<file path="config.mk">
export PLATFORM = sky130hd
export DESIGN_NAME = ebp_bus_pins
export DESIGN_NICKNAME = d
export VERILOG_FILES = /design/src/ebp_pkg.sv /design/src/ebp_bus_pins.sv
export SDC_FILE = /design/constraint.sdc
export NUM_CORES = 1
export LEC_CHECK = 0
export ABC_CLOCK_PERIOD_IN_PS = 2300
export BUFFER_PORTS_ARGS = -buffer_cell sky130_fd_sc_hd__buf_2
export CORE_AREA = 8 8 83 85
export DETAILED_ROUTE_END_ITERATION = 8
export DIE_AREA = 0 0 91 93
export PLACE_DENSITY = 0.82
export SLEW_MARGIN = 20
export SYNTH_ARGS = -nofsm -noshare
export SYNTH_HDL_FRONTEND = slang
export SYNTH_SLANG_ARGS = --single-unit
export TNS_END_PERCENT = 1
</file>
<file path="constraint.sdc">
create_clock -name clk -period 2.3 [get_ports clk]
set_clock_uncertainty 0.1 [all_clocks]
set_input_delay 0.115 -clock clk [delete_from_list [all_inputs] [get_ports clk]]
set_output_delay 0.115 -clock clk [all_outputs]
set_load 0.02 [all_outputs]
</file>
<file path="src/ebp_pkg.sv">
// Contract
// - hold request low puts the bus into hold 2.5 cycles later than production part; the code rounds this up to 3 whole cycles.
// - every address outside the special-function region maps to emulation memory, except non-internal ones on target-side mapping.
// - debugger vector areas accept writes but reads return indefinite data.
// - special-function accesses on target-side mapping leave the data bus floating.
// - special-function and internal accesses keep strobes and chip select high, drive ale.
// - external accesses drive address, select, data on writes, pulse matching strobe low.
// - stop mode floats data, retains address and select, strobes and ale high.
// - wait mode floats data, retains address and select, strobes and ale high.
// - program stopped drives address, select and ale, floats data, read strobe only.
package ebp_pkg;
    // ****************************************
    // address map
    // ****************************************
    localparam int ADDR_W = 20;
    localparam int DATA_W = 16;
    localparam logic [19:0] SPEC_LO = 20'h00000;
    localparam logic [19:0] SPEC_HI = 20'h003ff;
    localparam logic [19:0] DBG_CALL_LO = 20'hffff4;
    localparam logic [19:0] DBG_CALL_HI = 20'hffff7;
    localparam logic [19:0] STEP_LO = 20'hfffec;
    localparam logic [19:0] STEP_HI = 20'hfffef;
    localparam logic [19:0] BRK_LO = 20'hfffe4;
    localparam logic [19:0] BRK_HI = 20'hfffe7;
    // value returned from the debugger-owned vector areas (arbitrary)
    localparam logic [15:0] INDEF_DATA = 16'hdead;
    // ****************************************
    // timing: hold delay in half cycles
    // ****************************************
    localparam int HOLD_DELAY_HALF = 5;
    localparam int HOLD_DELAY_CYC = (HOLD_DELAY_HALF + 1) / 2;
    localparam logic [2:0] HOLD_CNT = 3'(HOLD_DELAY_CYC);

    // ****************************************
    // types
    // ****************************************
    typedef enum logic [3:0] {
        RUN_EXEC = 4'h1,
        RUN_STOP = 4'h2,
        RUN_WAIT = 4'h4,
        RUN_HALT = 4'h8
    } ebp_run_t;
    typedef enum logic [2:0] {
        AREA_SPEC = 3'h1,
        AREA_INT = 3'h2,
        AREA_EXT = 3'h4
    } ebp_area_t;
endpackage : ebp_pkg

</file>
<file path="src/ebp_bus_pins.sv">
`timescale 1ns/1ps
`default_nettype none
module ebp_bus_pins
    import ebp_pkg::*;
(
    // clock and reset
    input wire logic clk,
    input wire logic resetn,
    // evaluation core access
    input wire logic [3:0] runState,
    input wire logic accValid,
    input wire logic accWrite,
    input wire logic [ADDR_W-1:0] accAddr,
    input wire logic accByteHigh,
    input wire logic [DATA_W-1:0] accWdata,
    input wire logic isInternal,
    input wire logic targetSideMap,
    output logic useEmuMem,
    output logic [DATA_W-1:0] accRdata,
    output logic accRdataValid,
    // emulation memory read data
    input wire logic [DATA_W-1:0] emuRdata,
    // target bus pins
    output logic [ADDR_W-1:0] addrOut,
    output logic addrOe,
    output logic byteHighEnableN,
    output logic [DATA_W-1:0] dataOut,
    output logic dataOe,
    input wire logic [DATA_W-1:0] dataIn,
    output logic readN,
    output logic writeN,
    output logic chipSelectN,
    output logic ale,
    // hold
    input wire logic holdReqN,
    output logic holdActive
);
    // ****************************************
    // state
    // ****************************************
    typedef struct packed {
        logic [ADDR_W-1:0] addr;
        logic bhen;
        logic csn;
        logic [2:0] holdCnt;
        logic hold;
        logic [DATA_W-1:0] rdata;
        logic rvalid;
    } ebp_state_t;
    ebp_state_t st_r, st_nxt;

    // decode used for area and vector checks
    function automatic logic inRange(input logic [19:0] a,
                                     input logic [19:0] lo,
                                     input logic [19:0] hi);
        return (a >= lo) && (a <= hi);
    endfunction : inRange

    logic isSpecial, isVec, isExt, active;
    ebp_area_t area;

    // ****************************************
    // area decode
    // ****************************************
    always_comb begin
        isSpecial = inRange(accAddr, SPEC_LO, SPEC_HI);
        isVec = inRange(accAddr, DBG_CALL_LO, DBG_CALL_HI) ||
                inRange(accAddr, STEP_LO, STEP_HI) ||
                inRange(accAddr, BRK_LO, BRK_HI);
        isExt = !isSpecial && !isInternal && targetSideMap;
        if (isSpecial) begin
            area = AREA_SPEC;
        end else if (isExt) begin
            area = AREA_EXT;
        end else begin
            area = AREA_INT;
        end
        useEmuMem = accValid && !isSpecial && !isExt;
        active = accValid && (runState == RUN_EXEC) && !st_r.hold;
    end

    // ****************************************
    // pin selection; core state no slower than one cycle
    // ****************************************
    // combinational pin selection
    always_comb begin
        addrOut = st_r.addr;
        byteHighEnableN = st_r.bhen;
        chipSelectN = st_r.csn;
        addrOe = !st_r.hold;
        dataOut = accWdata;
        dataOe = 1'b0;
        readN = 1'b1;
        writeN = 1'b1;
        ale = 1'b0;
        case (runState)
            RUN_EXEC: begin
                if (active) begin
                    addrOut = accAddr;
                    byteHighEnableN = !accByteHigh;
                    ale = 1'b1;
                    case (area)
                        AREA_SPEC: chipSelectN = 1'b1;
                        AREA_INT: chipSelectN = 1'b1;
                        AREA_EXT: begin
                            chipSelectN = 1'b0;
                            dataOe = accWrite;
                            readN = accWrite;
                            writeN = !accWrite;
                        end
                        default: chipSelectN = 1'b1;
                    endcase
                end
            end
            RUN_STOP: ale = 1'b1;
            RUN_WAIT: ale = 1'b1;
            RUN_HALT: begin
                ale = 1'b1;
                // debugger accesses go out on the bus; only reads strobe
                if (accValid && !st_r.hold) begin
                    addrOut = accAddr;
                    byteHighEnableN = !accByteHigh;
                    chipSelectN = (area != AREA_EXT);
                    readN = !(!accWrite && (area == AREA_EXT));
                end
            end
            default: ale = 1'b0;
        endcase
        if (st_r.hold) begin
            dataOe = 1'b0;
        end
        accRdata = st_r.rdata;
        accRdataValid = st_r.rvalid;
        holdActive = st_r.hold;
    end

    // ****************************************
    // next state
    // ****************************************
    always_comb begin
        st_nxt = st_r;
        st_nxt.addr = addrOut;
        st_nxt.bhen = byteHighEnableN;
        st_nxt.csn = chipSelectN;
        st_nxt.rvalid = accValid && !accWrite;
        if (isVec) begin
            st_nxt.rdata = INDEF_DATA;
        end else if (area == AREA_EXT) begin
            st_nxt.rdata = dataIn;
        end else begin
            st_nxt.rdata = emuRdata;
        end
        // delayed hold entry; delay counted in whole cycles
        if (holdReqN) begin
            st_nxt.holdCnt = 3'h0;
            st_nxt.hold = 1'b0;
        end else if (st_r.holdCnt < HOLD_CNT) begin
            st_nxt.holdCnt = st_r.holdCnt + 3'h1;
        end else begin
            st_nxt.hold = 1'b1;
        end
    end

    // one register stage for the whole state struct
    always_ff @(posedge clk) begin
        if (!resetn) begin
            st_r <= '{addr: '0, bhen: 1'b1, csn: 1'b1, holdCnt: 3'h0,
                      hold: 1'b0, rdata: '0, rvalid: 1'b0};
        end else begin
            st_r <= st_nxt;
        end
    end

    // ****************************************
    // checks
    // ****************************************
    // hold entry is exact in both directions, so check early and late
    // hold entry delay
    hold_delay_a: assert property (@(posedge clk)
        disable iff (!resetn)
        $fell(holdReqN) ##1 !holdReqN [*3] |=> holdActive)
        else $error("hold not entered");
    hold_early_a: assert property (@(posedge clk)
        disable iff (!resetn)
        $fell(holdReqN) ##1 !holdReqN [*2] |=> !holdActive)
        else $error("hold entered early");
    hold_quiet_a: assert property (@(posedge clk)
        disable iff (!resetn)
        holdActive |-> !addrOe && !dataOe && readN && writeN)
        else $error("bus active during hold");
    spec_float_a: assert property (@(posedge clk)
        disable iff (!resetn)
        (area == AREA_SPEC) |-> !dataOe)
        else $error("data driven in special area");
    int_strobe_a: assert property (@(posedge clk)
        disable iff (!resetn)
        (area != AREA_EXT) |-> readN && writeN && !dataOe)
        else $error("strobe on internal access");
    ext_write_a: assert property (@(posedge clk)
        disable iff (!resetn)
        active && area == AREA_EXT && accWrite |-> !writeN && dataOe
        && !chipSelectN) else $error("bad external write");
    ext_read_a: assert property (@(posedge clk)
        disable iff (!resetn)
        active && area == AREA_EXT && !accWrite |-> !readN && writeN
        && !dataOe && !chipSelectN) else $error("bad external read");
    stop_hold_a: assert property (@(posedge clk)
        disable iff (!resetn)
        runState == RUN_STOP && $past(runState) == RUN_STOP |->
        $stable(addrOut) && $stable(byteHighEnableN) &&
        $stable(chipSelectN) && ale && readN && writeN && !dataOe)
        else $error("stop pins wrong");
    wait_hold_a: assert property (@(posedge clk)
        disable iff (!resetn)
        runState == RUN_WAIT && $past(runState) == RUN_WAIT |->
        $stable(addrOut) && $stable(byteHighEnableN) &&
        $stable(chipSelectN) && ale && readN && writeN && !dataOe)
        else $error("wait pins wrong");
    halt_pins_a: assert property (@(posedge clk)
        disable iff (!resetn)
        runState == RUN_HALT |-> writeN && !dataOe && ale)
        else $error("halt pins wrong");
    halt_addr_a: assert property (@(posedge clk)
        disable iff (!resetn)
        runState == RUN_HALT && accValid && !holdActive |->
        addrOut == accAddr && byteHighEnableN == !accByteHigh)
        else $error("halt address not driven");
    vec_read_a: assert property (@(posedge clk)
        disable iff (!resetn)
        accValid && !accWrite && isVec |=> accRdata == INDEF_DATA)
        else $error("vector read not indefinite");
endmodule : ebp_bus_pins
`default_nettype wire

</file>
==> impl_metrics.csv, run 1 <==
group,metric,value,unit
run_status,status,"finished clean",
detailed_routing,drt_iter0_drc,73,
sta,finalHoldViolCount,0,
worst_setup_path,arrival,1880,ps
global_route,overflow,0,
global_route,grt_pass1_wl,8530,um
pwr,p_total,1620,uW
sta,tns,0,ps
detailed_routing,wl,5220,um
detailed_routing,viasPerCell,4.63,
synth,syn-num-nets,304,
synth,synth_mux_area_share,19.7,%
synth,netlist_area,0.00231,mm2
finish,stdcell_area,0.00262,mm2
sta,fin_crit,2100,ps
synth,synth_top_family_by_area,"buffers and inverters",
synth,async_flop_share,0,%
die,die_h,93,um
detailed_routing,via_count,1643,
synth,synth_compound_area_share,7.64,%
die,dieWidth,91,um
finish,layout.nets,361,
global_route,grt.total_usage,12.2,%
synth,synth.largest_area_cell,"dfxtp_1",
synth,synth_top_area_share,37.3,%
synth,synth-edff-count,0,
detailed_routing,ant_nets,0,
synth,yosysUniqueCellTypes,29,
clock_tree,cts_sinks,43,
synth,synth_simple_gate_area_share,13.9,%
die,dieArea,0.00846,mm2
clock_tree,clk_pin_slew,80,ps
global_route,antenna_found_initial,0,
sta,max_slew.worst_pin.slew,917,ps
worst_setup_path,rr_worst_depth,4,
run,maxCapViolCount,0,
finish,final_util,46.2,%
detailed_routing,drt_pass1_iterations,4,
pwr,leakagePower,0.00135,uW
worst_setup_path,crit_path_max_incr_delay,390,ps
synth,yosysWarnings,0,
worst_setup_path,crit_family,"simple AND/OR/NAND/NOR gates",
sta,final-max-slew-violation-count,0,
sta,rsz0062_at_grt,"no",
placed_design,port_buffers,109,
clock_tree,post_cts_buffers,0,
clock_tree,htreeDepth,2,
worst_setup_path,start_kind,"flip-flop",
die,start_util,40.7,%
synth,synth_common_cells,"52 x buf_4, 43 x dfxtp_1, 20 x and2_1, 17 x mux2_4",
global_route,grt_max_degree,41,
clock_tree,cts_buffers,5,
synth,synth-adder-area-share,0.542,%
sta,fmax,476,MHz
sta,finalCritPeriodShare,91.3,%
synth,syn_area_per_cell,10.4,um2
synth,netlist_top_cells_area,"dfxtp_1 37%, buf_4 17%, mux2_4 11%",
placed_design,dp_hpwl,4160,um
clock_tree,cts_tree,"built",
die,boundaryPins,142,
placed_design,dpl_cell_area,0.00251,mm2
sta,maxSlewHeadroom,38.7,%
finish,area_growth_syn_to_layout,13.5,%
pwr,p_per_area,617,mW/mm2
synth,synthCells,223,
synth,synth_most_common_cell,"buf_4",
die,core_area,0.00568,mm2
sta,setup_ws,201,ps
synth,ys_seq_area_share,37.3,%
worst_setup_path,startpoint,"holdActive$_SDFFE_PP0P_",
synth,synth_seq_cells,43,
clock_tree,cts_resized,0,
worst_setup_path,cp_num_buf_inv,1,
worst_setup_path,path_max_fanout,27,
hold_path,hp-class,"input port to flip-flop",
worst_setup_path,rr_endpoint,"st_r[42]$_SDFF_PN0_",
worst_setup_path,cp.required,2090,ps
sta,finalSetupViolCount,0,
clock_tree,clockRootBuffer,"clkbuf_8",
worst_setup_path,endpoint,"addrOut[19]",
pwr,irDropWorstVdd,0.366,mV
worst_setup_path,endpoint_kind,"output pin",
global_route,first_global_vias,1830,
worst_setup_path,worstSetupPathDepth,4,
clock_tree,worstSkewPairLatency,290,ps
clock_tree,cts_max_path_buffers,2,
placed_design,globalplace.congestion,0.770,
synth,synthXorXnorAreaFrac,0.759,%
detailed_routing,routedWlPerCell,14.7,um
die,num_rows,28,
worst_setup_path,cp_slowest_cell,"mux2_4",
worst_setup_path,rrSetupSlack,510,ps
worst_setup_path,r2r-start,"holdActive$_SDFFE_PP0P_",
worst_setup_path,crit_type,"flip-flop to output pin",
finish,drive_above_1_share,51.8,%
synth,ys.flop_type,"dfxtp_1",
worst_setup_path,crit_chain,"nor4b_4, nand2_4, mux2_4, buf_2",
finish,antenna_cells,0,
detailed_routing,route.detailed.drc,0,
placed_design,pre_cts_ws,209,ps
## metrics by stage
stage	hold WS (ps)	instances
6_report	33.4	355
5_1_grt	41.5	355
4_1_cts	26.9	355
3_5_place_dp	130	347
3_3_place_gp	130	347
2_1_floorplan	145	223
## routing by layer
layer	wire [um]	vias to the layer above	track usage, %
li1	-	817	-
met1	1900	755	11.9
met2	2730	64	22.2
met3	516	7	5.77
met4	76	0	4.23
met5	0	-	0
## how the worst min path moves through the flow
stage | startpoint | end | slack, ps | depth (start not counted)
after floorplan | accByteHigh | st_r[22]$_SDFF_PN1_ | 140 | 1
after global placement | accWdata[15] | dataOut[15] | 130 | 0
after detailed placement | accWdata[15] | dataOut[15] | 130 | 0
after CTS | accWrite | accRdataValid$_SDFF_PN0_ | 30 | 2
after global routing | emuRdata[12] | accRdata[12]$_SDFF_PN0_ | 40 | 3
final | accWrite | accRdataValid$_SDFF_PN0_ | 30 | 2
## kinds of logic (layout without fill, tap and decap cells)
| family | after synthesis | after routing |
|---|---|---|
| AND/OR/NAND/NOR | 50 | 50 |
| XOR/XNOR | 2 | 2 |
| AO/OA/AOI/OAI | 27 | 27 |
| flip-flops | 43 | 43 |
| adder cells (fa/ha/maj) | 1 | 1 |
| multiplexers | 36 | 36 |
| buffers and inverters | 64 | 121 |
## registers in the layout, indices dropped and copies added (netlist names)
signal         cells
accRdataValid      1
holdActive         1
accRdata          16
st_r              25
## power breakdown
group	switching (uW)	total, uW	internal, uW
Sequential	8.22	783	775
Clock	240	558	318
Combinational	146	276	130
## layout make-up
| type | instances | area (um2) |
|---|---|---|
| clock buffer | 6 | 72.6 |
| clock inverter | 1 | 30.0 |
| fill | 543 | 3060 |
| inverter | 3 | 11.3 |
| multi-input combinational | 116 | 988 |
| sequential | 43 | 861 |
| tap | 75 | 93.8 |
| timing repair buffer | 111 | 563 |
## repair_timing
| action | CTS | global route |
|---|---|---|
| endpoints found under the hold margin | 1 | 0 |
| hold buffers | 1 | 0 |
| endpoints found under the setup margin | 0 | 0 |
## layout by cell type, fill, tap and decap left out, types with 5 or more instances in the layout
master / netlist / final
a21boi_0: 11 / 11
a21oi_1: 5 / 5
and2_1: 20 / 20
and3_1: 6 / 6
buf_2: 0 / 109
clkbuf_8: 0 / 5
dfxtp_1: 43 / 43
mux2_2: 8 / 8
mux2_4: 17 / 17
mux2i_1: 11 / 11
nand2_1: 6 / 6
o21ai_0: 5 / 5
Note: power is estimated with default switching activity, not from simulation.
==> run 2, diff against run 1 <==
--- a/config.mk
+++ b/config.mk
@@ -5,12 +5,13 @@
 export SDC_FILE = /design/constraint.sdc
 export NUM_CORES = 1
 export LEC_CHECK = 0
+export ABC_AREA = 1
 export ABC_CLOCK_PERIOD_IN_PS = 2300
 export BUFFER_PORTS_ARGS = -buffer_cell sky130_fd_sc_hd__buf_2
-export CORE_AREA = 8 8 83 85
+export CORE_AREA = 8 8 87 89
 export DETAILED_ROUTE_END_ITERATION = 8
-export DIE_AREA = 0 0 91 93
-export PLACE_DENSITY = 0.82
+export DIE_AREA = 0 0 95 97
+export PLACE_DENSITY = 0.84
 export SLEW_MARGIN = 20
 export SYNTH_ARGS = -nofsm -noshare
 export SYNTH_HDL_FRONTEND = slang
==> run 2 against run 1 <==
Effect of this change: area after synthesis grew 21%; clock power shrank 17%; design area grew 21%; critical endpoint is now chipSelectN; largest cell class unchanged; worst setup slack gained 130 ps.
==> impl_metrics.csv, run 2 <==
group,metric,value,unit
run_status,status,"finished clean",
clock_tree,clk_pin_slew,80,ps
finish,drive_above_1_share,41.4,%
placed_design,dp_hpwl,5490,um
synth,synth_top_area_share,30.8,%
sta,finalSetupViolCount,0,
synth,netlist_top_cells_area,"dfxtp_1 31%, buf_4 14%, inv_1 8.6%",
pwr,irDropWorstVdd,0.269,mV
global_route,overflow,0,
synth,netlist_area,0.00279,mm2
synth,syn-num-nets,467,
detailed_routing,routedWlPerCell,13.1,um
finish,area_growth_syn_to_layout,13.1,%
hold_path,hp-class,"input port to flip-flop",
clock_tree,cts_sinks,43,
detailed_routing,drt_pass1_iterations,4,
finish,multi_input_area,0.00116,mm2
sta,rsz0062_at_grt,"no",
clock_tree,cts_max_path_buffers,2,
synth,synth_seq_cells,43,
clock_tree,clockRootBuffer,"clkbuf_8",
detailed_routing,via_count,2428,
synth,synth-edff-count,0,
die,boundaryPins,142,
clock_tree,cts_buffers,5,
die,dieArea,0.00922,mm2
worst_setup_path,crit_type,"flip-flop to output pin",
global_route,grt_max_degree,25,
run,maxCapViolCount,0,
clock_tree,htreeDepth,2,
clock_tree,worstSkewPairLatency,290,ps
die,num_rows,29,
placed_design,port_buffers,109,
finish,layout_common_cells,"109 x buf_2, 64 x inv_1, 51 x nand2_1, 43 x nor2_1, 43 x dfxtp_1",
global_route,first_global_vias,2582,
detailed_routing,route.detailed.drc,0,
die,dieWidth,95,um
worst_setup_path,start_kind,"flip-flop",
synth,yosysUniqueCellTypes,28,
clock_tree,cts_tree,"built",
die,start_util,45.0,%
clock_tree,cts_resized,0,
global_route,grt_pass1_wl,11600,um
global_route,grt.total_usage,15.5,%
sta,max_slew.worst_pin.slew,494,ps
detailed_routing,viasPerCell,4.57,
synth,ys.flop_type,"dfxtp_1",
worst_setup_path,path_max_fanout,24,
finish,antenna_cells,0,
detailed_routing,wl,6980,um
die,core_area,0.00620,mm2
detailed_routing,ant_nets,0,
finish,layout.nets,534,
finish,layout_commonest_cell,"buf_2",
die,die_h,97,um
synth,synthCells,386,
pwr,p_per_area,516,mW/mm2
worst_setup_path,cp.required,2090,ps
finish,regMostFlops,"st_r",
clock_tree,ctsHoldBuffers,14,
sta,finalCritPeriodShare,85.7,%
placed_design,dpl_cell_area,0.00294,mm2
clock_tree,post_cts_buffers,0,
synth,ys_seq_area_share,30.8,%
sta,fin_crit,1970,ps
finish,stdcell_area,0.00316,mm2
sta,finalHoldViolCount,0,
finish,largest_reg_flops,25,
sta,fmax,508,MHz
synth,yosysWarnings,0,
finish,seqCellArea,861,um2
placed_design,globalplace.congestion,0.863,
global_route,antenna_found_initial,0,
synth,syn_area_per_cell,7.24,um2
sta,tns,0,ps
sta,final-max-slew-violation-count,0,
worst_setup_path,arrival,1760,ps
detailed_routing,drt_iter0_drc,71,
pwr,leakagePower,0.00190,uW
synth,synth.largest_area_cell,"dfxtp_1",
finish,final_util,50.9,%
synth,synth_most_common_cell,"inv_1",
synth,async_flop_share,0,%
finish,nFillCells,634,
synth,synth_common_cells,"64 x inv_1, 53 x buf_4, 51 x nand2_1, 43 x dfxtp_1, 43 x nor2_1",
sta,maxSlewHeadroom,67.0,%
worst_setup_path,endpoint_kind,"output pin",
run 2: cell types whose count changed after synthesis, moves of 16 or more:
cell      change
nand2_2      +28
nor2_2       +20
inv_1        +61
nand2_1      +45
nand3b_1     +16
and2_1       -20
mux2_4       -17
nor2_1       +39
run 2: kinds of logic after synthesis:
family | synth area share (%)
DFF | 30.8
and+or+nand+nor | 38.0
AOI/OAI and AO/OA | 3.05
adders and majority gates | 0.448
buffers and inverters | 27.7
run 2: final cells by class:
cell class | instances | area share (%)
clock buffers | 5 | 2.18
clock inverters | 3 | 0.475
inverters | 69 | 8.19
multi-input cells | 209 | 36.7
flip-flops and latches | 43 | 27.2
well taps | 77 | 3.05
repair buffers | 125 | 22.2
run 2: metrics by stage:
step                std cells  setup WS, ps  total power, uW  hold slack [ps]
global route              531           110             1720             56.3
global placement          509           663             1160              130
detailed placement        509           636             1170              130
finish                    531           330             1630             31.8
CTS                       531           294             1650             23.8
floorplan                 386           838             1130             84.7
run 2: path summary, 6_finish.rpt:
kind | start | end | slack, ps | cells after the start
worst max-delay path | holdActive$_SDFFE_PP0P_ | chipSelectN | 330 | 6
worst min-delay path | emuRdata[15] | accRdata[15]$_SDFF_PN0_ | 30 | 5
worst max register to register | holdActive$_SDFFE_PP0P_ | st_r[21]$_SDFF_PN1_ | 770 | 5
worst min register to register | st_r[22]$_SDFF_PN1_ | st_r[22]$_SDFF_PN1_ | 410 | 2
run 2: worst max-delay path: stages (launching register included):
cell     delay [ps]
dfxtp_1         400
nor2_4           80
nand2_4         270
nand2_8         210
o21ai_0         270
inv_1            60
buf_2           160
run 2: power by group:
group | internal [uW] | switching (uW)
combinational | 153 | 229
sequential | 779 | 8.77
clock | 208 | 254
total | 1140 | 492
run 2: metal layers:
metal  GRT usage [%]  wire length, um  up-vias
li1                -                -     1225
met1            17.2             2780     1091
met2            25.7             3330       93
met3            5.72              700       19
met4            6.13              170        0
met5               0                0        -
==> run 3, diff against run 2 <==
--- a/config.mk
+++ b/config.mk
@@ -8,10 +8,12 @@
 export ABC_AREA = 1
 export ABC_CLOCK_PERIOD_IN_PS = 2300
 export BUFFER_PORTS_ARGS = -buffer_cell sky130_fd_sc_hd__buf_2
-export CORE_AREA = 8 8 87 89
+export CELL_PAD_IN_SITES_DETAIL_PLACEMENT = 1
+export CELL_PAD_IN_SITES_GLOBAL_PLACEMENT = 1
+export CORE_AREA = 8 8 104 106
 export DETAILED_ROUTE_END_ITERATION = 8
-export DIE_AREA = 0 0 95 97
-export PLACE_DENSITY = 0.84
+export DIE_AREA = 0 0 112 114
+export PLACE_DENSITY = 0.83
 export SLEW_MARGIN = 20
 export SYNTH_ARGS = -nofsm -noshare
 export SYNTH_HDL_FRONTEND = slang
==> run 3 against run 2 <==
Effect of this change: non-clock buffer count rose by 1; first-iteration DRC count down 32%; fmax decreased by 3.3%; wire length grew 18%; design area rose by 1.5%; core utilization down 16 points; register-to-register slack worse by 60 ps; global-route usage fell by 2.6 points; hold slack got worse by 25 ps; via count rose by 0.62%; count of clock-buffer cells in the layout is the same; critical endpoint unchanged; largest cell class unchanged; final cell count grew 6.6%.
==> impl_metrics.csv, run 3 (synthesis results as in run 2) <==
group,metric,value,unit
finish,area_growth_syn_to_layout,14.8,%
hold_path,holdPathEnd,"accRdata[15]$_SDFF_PN0_",
hold_path,hp-start,"emuRdata[15]",
detailed_routing,via_count,2443,
sta,tns,0,ps
die,start_util,30.7,%
sta,max_slew.worst_pin.slew,529,ps
global_route,use_met2,24.5,%
global_route,use_met1,12.9,%
finish,antenna_cells,0,
clock_tree,cts_tree,"built",
run,maxCapViolCount,0,
placed_design,globalplace.congestion,0.754,
placed_design,dp_hpwl,6580,um
pwr,leakagePower,0.00191,uW
detailed_routing,drt_iter0_drc,48,
clock_tree,cts_sinks,43,
finish,nFillCells,1193,
sta,rsz0062_at_grt,"no",
hold_path,hp-class,"input port to flip-flop",
finish,seqCellArea,861,um2
detailed_routing,route.detailed.drc,0,
worst_setup_path,endpoint_kind,"output pin",
global_route,grt_busiest_layer,"met2",
global_route,grt_max_degree,25,
global_route,grt_pass1_wl,13200,um
worst_setup_path,start_kind,"flip-flop",
finish,layout_commonest_cell,"buf_2",
finish,final_util,35.2,%
clock_tree,worstSkewPairLatency,290,ps
die,dieArea,0.0128,mm2
placed_design,port_buffers,109,
clock_tree,htreeDepth,2,
clock_tree,post_cts_buffers,0,
clock_tree,cts_resized,0,
worst_setup_path,rr_worst_depth,5,
worst_setup_path,arrival,1820,ps
finish,layout.nets,535,
detailed_routing,ant_nets,0,
sta,finalHoldViolCount,0,
worst_setup_path,r2r-start,"holdActive$_SDFFE_PP0P_",
worst_setup_path,rr_endpoint,"st_r[21]$_SDFF_PN1_",
clock_tree,clockRootBuffer,"clkbuf_8",
detailed_routing,wl,8230,um
die,num_rows,35,
sta,maxSlewHeadroom,64.7,%
sta,final-max-slew-violation-count,0,
finish,layout.cells.non_filler,566,
placed_design,dp_cells,545,
pwr,p_per_area,513,mW/mm2
worst_setup_path,rrSetupSlack,710,ps
finish,layout_common_cells,"109 x buf_2, 64 x inv_1, 51 x nand2_1, 43 x nor2_1, 43 x dfxtp_1",
finish,largest_reg_flops,25,
sta,finalSetupViolCount,0,
sta,finalCritPeriodShare,88.6,%
clock_tree,ctsHoldBuffers,13,
sta,fmax,491,MHz
global_route,grt.total_usage,12.9,%
global_route,antenna_found_initial,0,
die,dieWidth,112,um
finish,drive_above_1_share,41.8,%
die,core_area,0.00911,mm2
detailed_routing,viasPerCell,4.32,
detailed_routing,routedWlPerCell,14.5,um
worst_setup_path,path_max_fanout,24,
pwr,irDropWorstVdd,0.225,mV
clock_tree,clk_pin_slew,80,ps
clock_tree,cts_buffers,5,
clock_tree,cts_max_path_buffers,2,
sta,fin_crit,2040,ps
die,die_h,114,um
finish,multi_input_area,0.00116,mm2
die,boundaryPins,142,
global_route,first_global_vias,2685,
finish,regMostFlops,"st_r",
global_route,overflow,0,
hold_path,whs_path_depth,5,
run_status,status,"finished clean",
detailed_routing,drt_pass1_iterations,4,
worst_setup_path,crit_type,"flip-flop to output pin",
worst_setup_path,cp.required,2090,ps
global_route,use_met3,4.97,%
## run 3: cell count changes in the layout (fill, tap and decap cells not counted), sizes merged
| cell | delta |
|---|---|
| dlygate4sd3 | -1 |
| buf | +2 |
## run 3: final cells by class
cell class,count,share of cell area (%)
multi-input cells,209,36.2
flip-flops and latches,43,26.8
repair buffers,126,22.0
inverters,69,8.07
well taps,111,4.33
clock buffers,5,2.15
clock inverters,3,0.468
## run 3: report_power, final
part | switching [uW] | internal (uW) | leakage (uW)
Sequential | 9.43 | 779 | 0.000353
Combinational | 235 | 154 | 0.00151
Clock | 259 | 208 | 0.0000477
## run 3: worst max-delay path by stage
stage	start	endpoint	cells after the start
finish	holdActive$_SDFFE_PP0P_	chipSelectN	6
global route	holdActive$_SDFFE_PP0P_	chipSelectN	6
CTS	holdActive$_SDFFE_PP0P_	chipSelectN	6
detailed placement	runState[1]	chipSelectN	10
global placement	holdActive$_SDFFE_PP0P_	chipSelectN	6
floorplan	holdActive$_SDFFE_PP0P_	writeN	5
## run 3: per-stage QoR
| stage | area [um2] | setup slack, ps | hold WS, ps | total power (uW) |
|---|---|---|---|---|
| 2_1_floorplan | 2790 | 838 | 84.7 | 1130 |
| 3_5_place_dp | 2990 | 551 | 130 | 1180 |
| 3_3_place_gp | 2990 | 620 | 130 | 1170 |
| 6_report | 3210 | 263 | 6.57 | 1650 |
| 4_1_cts | 3210 | 214 | 3.76 | 1670 |
| 5_1_grt | 3210 | 83.7 | 15.0 | 1750 |
## run 3: critical path, stage by stage (launching register included)
cell and delay (ps):
dfxtp_1 410, nor2_4 80, nand2_4 280, nand2_8 220, o21ai_0 300, inv_1 70, buf_2 160
## run 3: per-layer routing
layer | vias to the layer above | wire (um)
met3 | 17 | 627
li1 | 1231 | -
met5 | - | 0
met2 | 67 | 4270
met4 | 0 | 123
met1 | 1128 | 3210
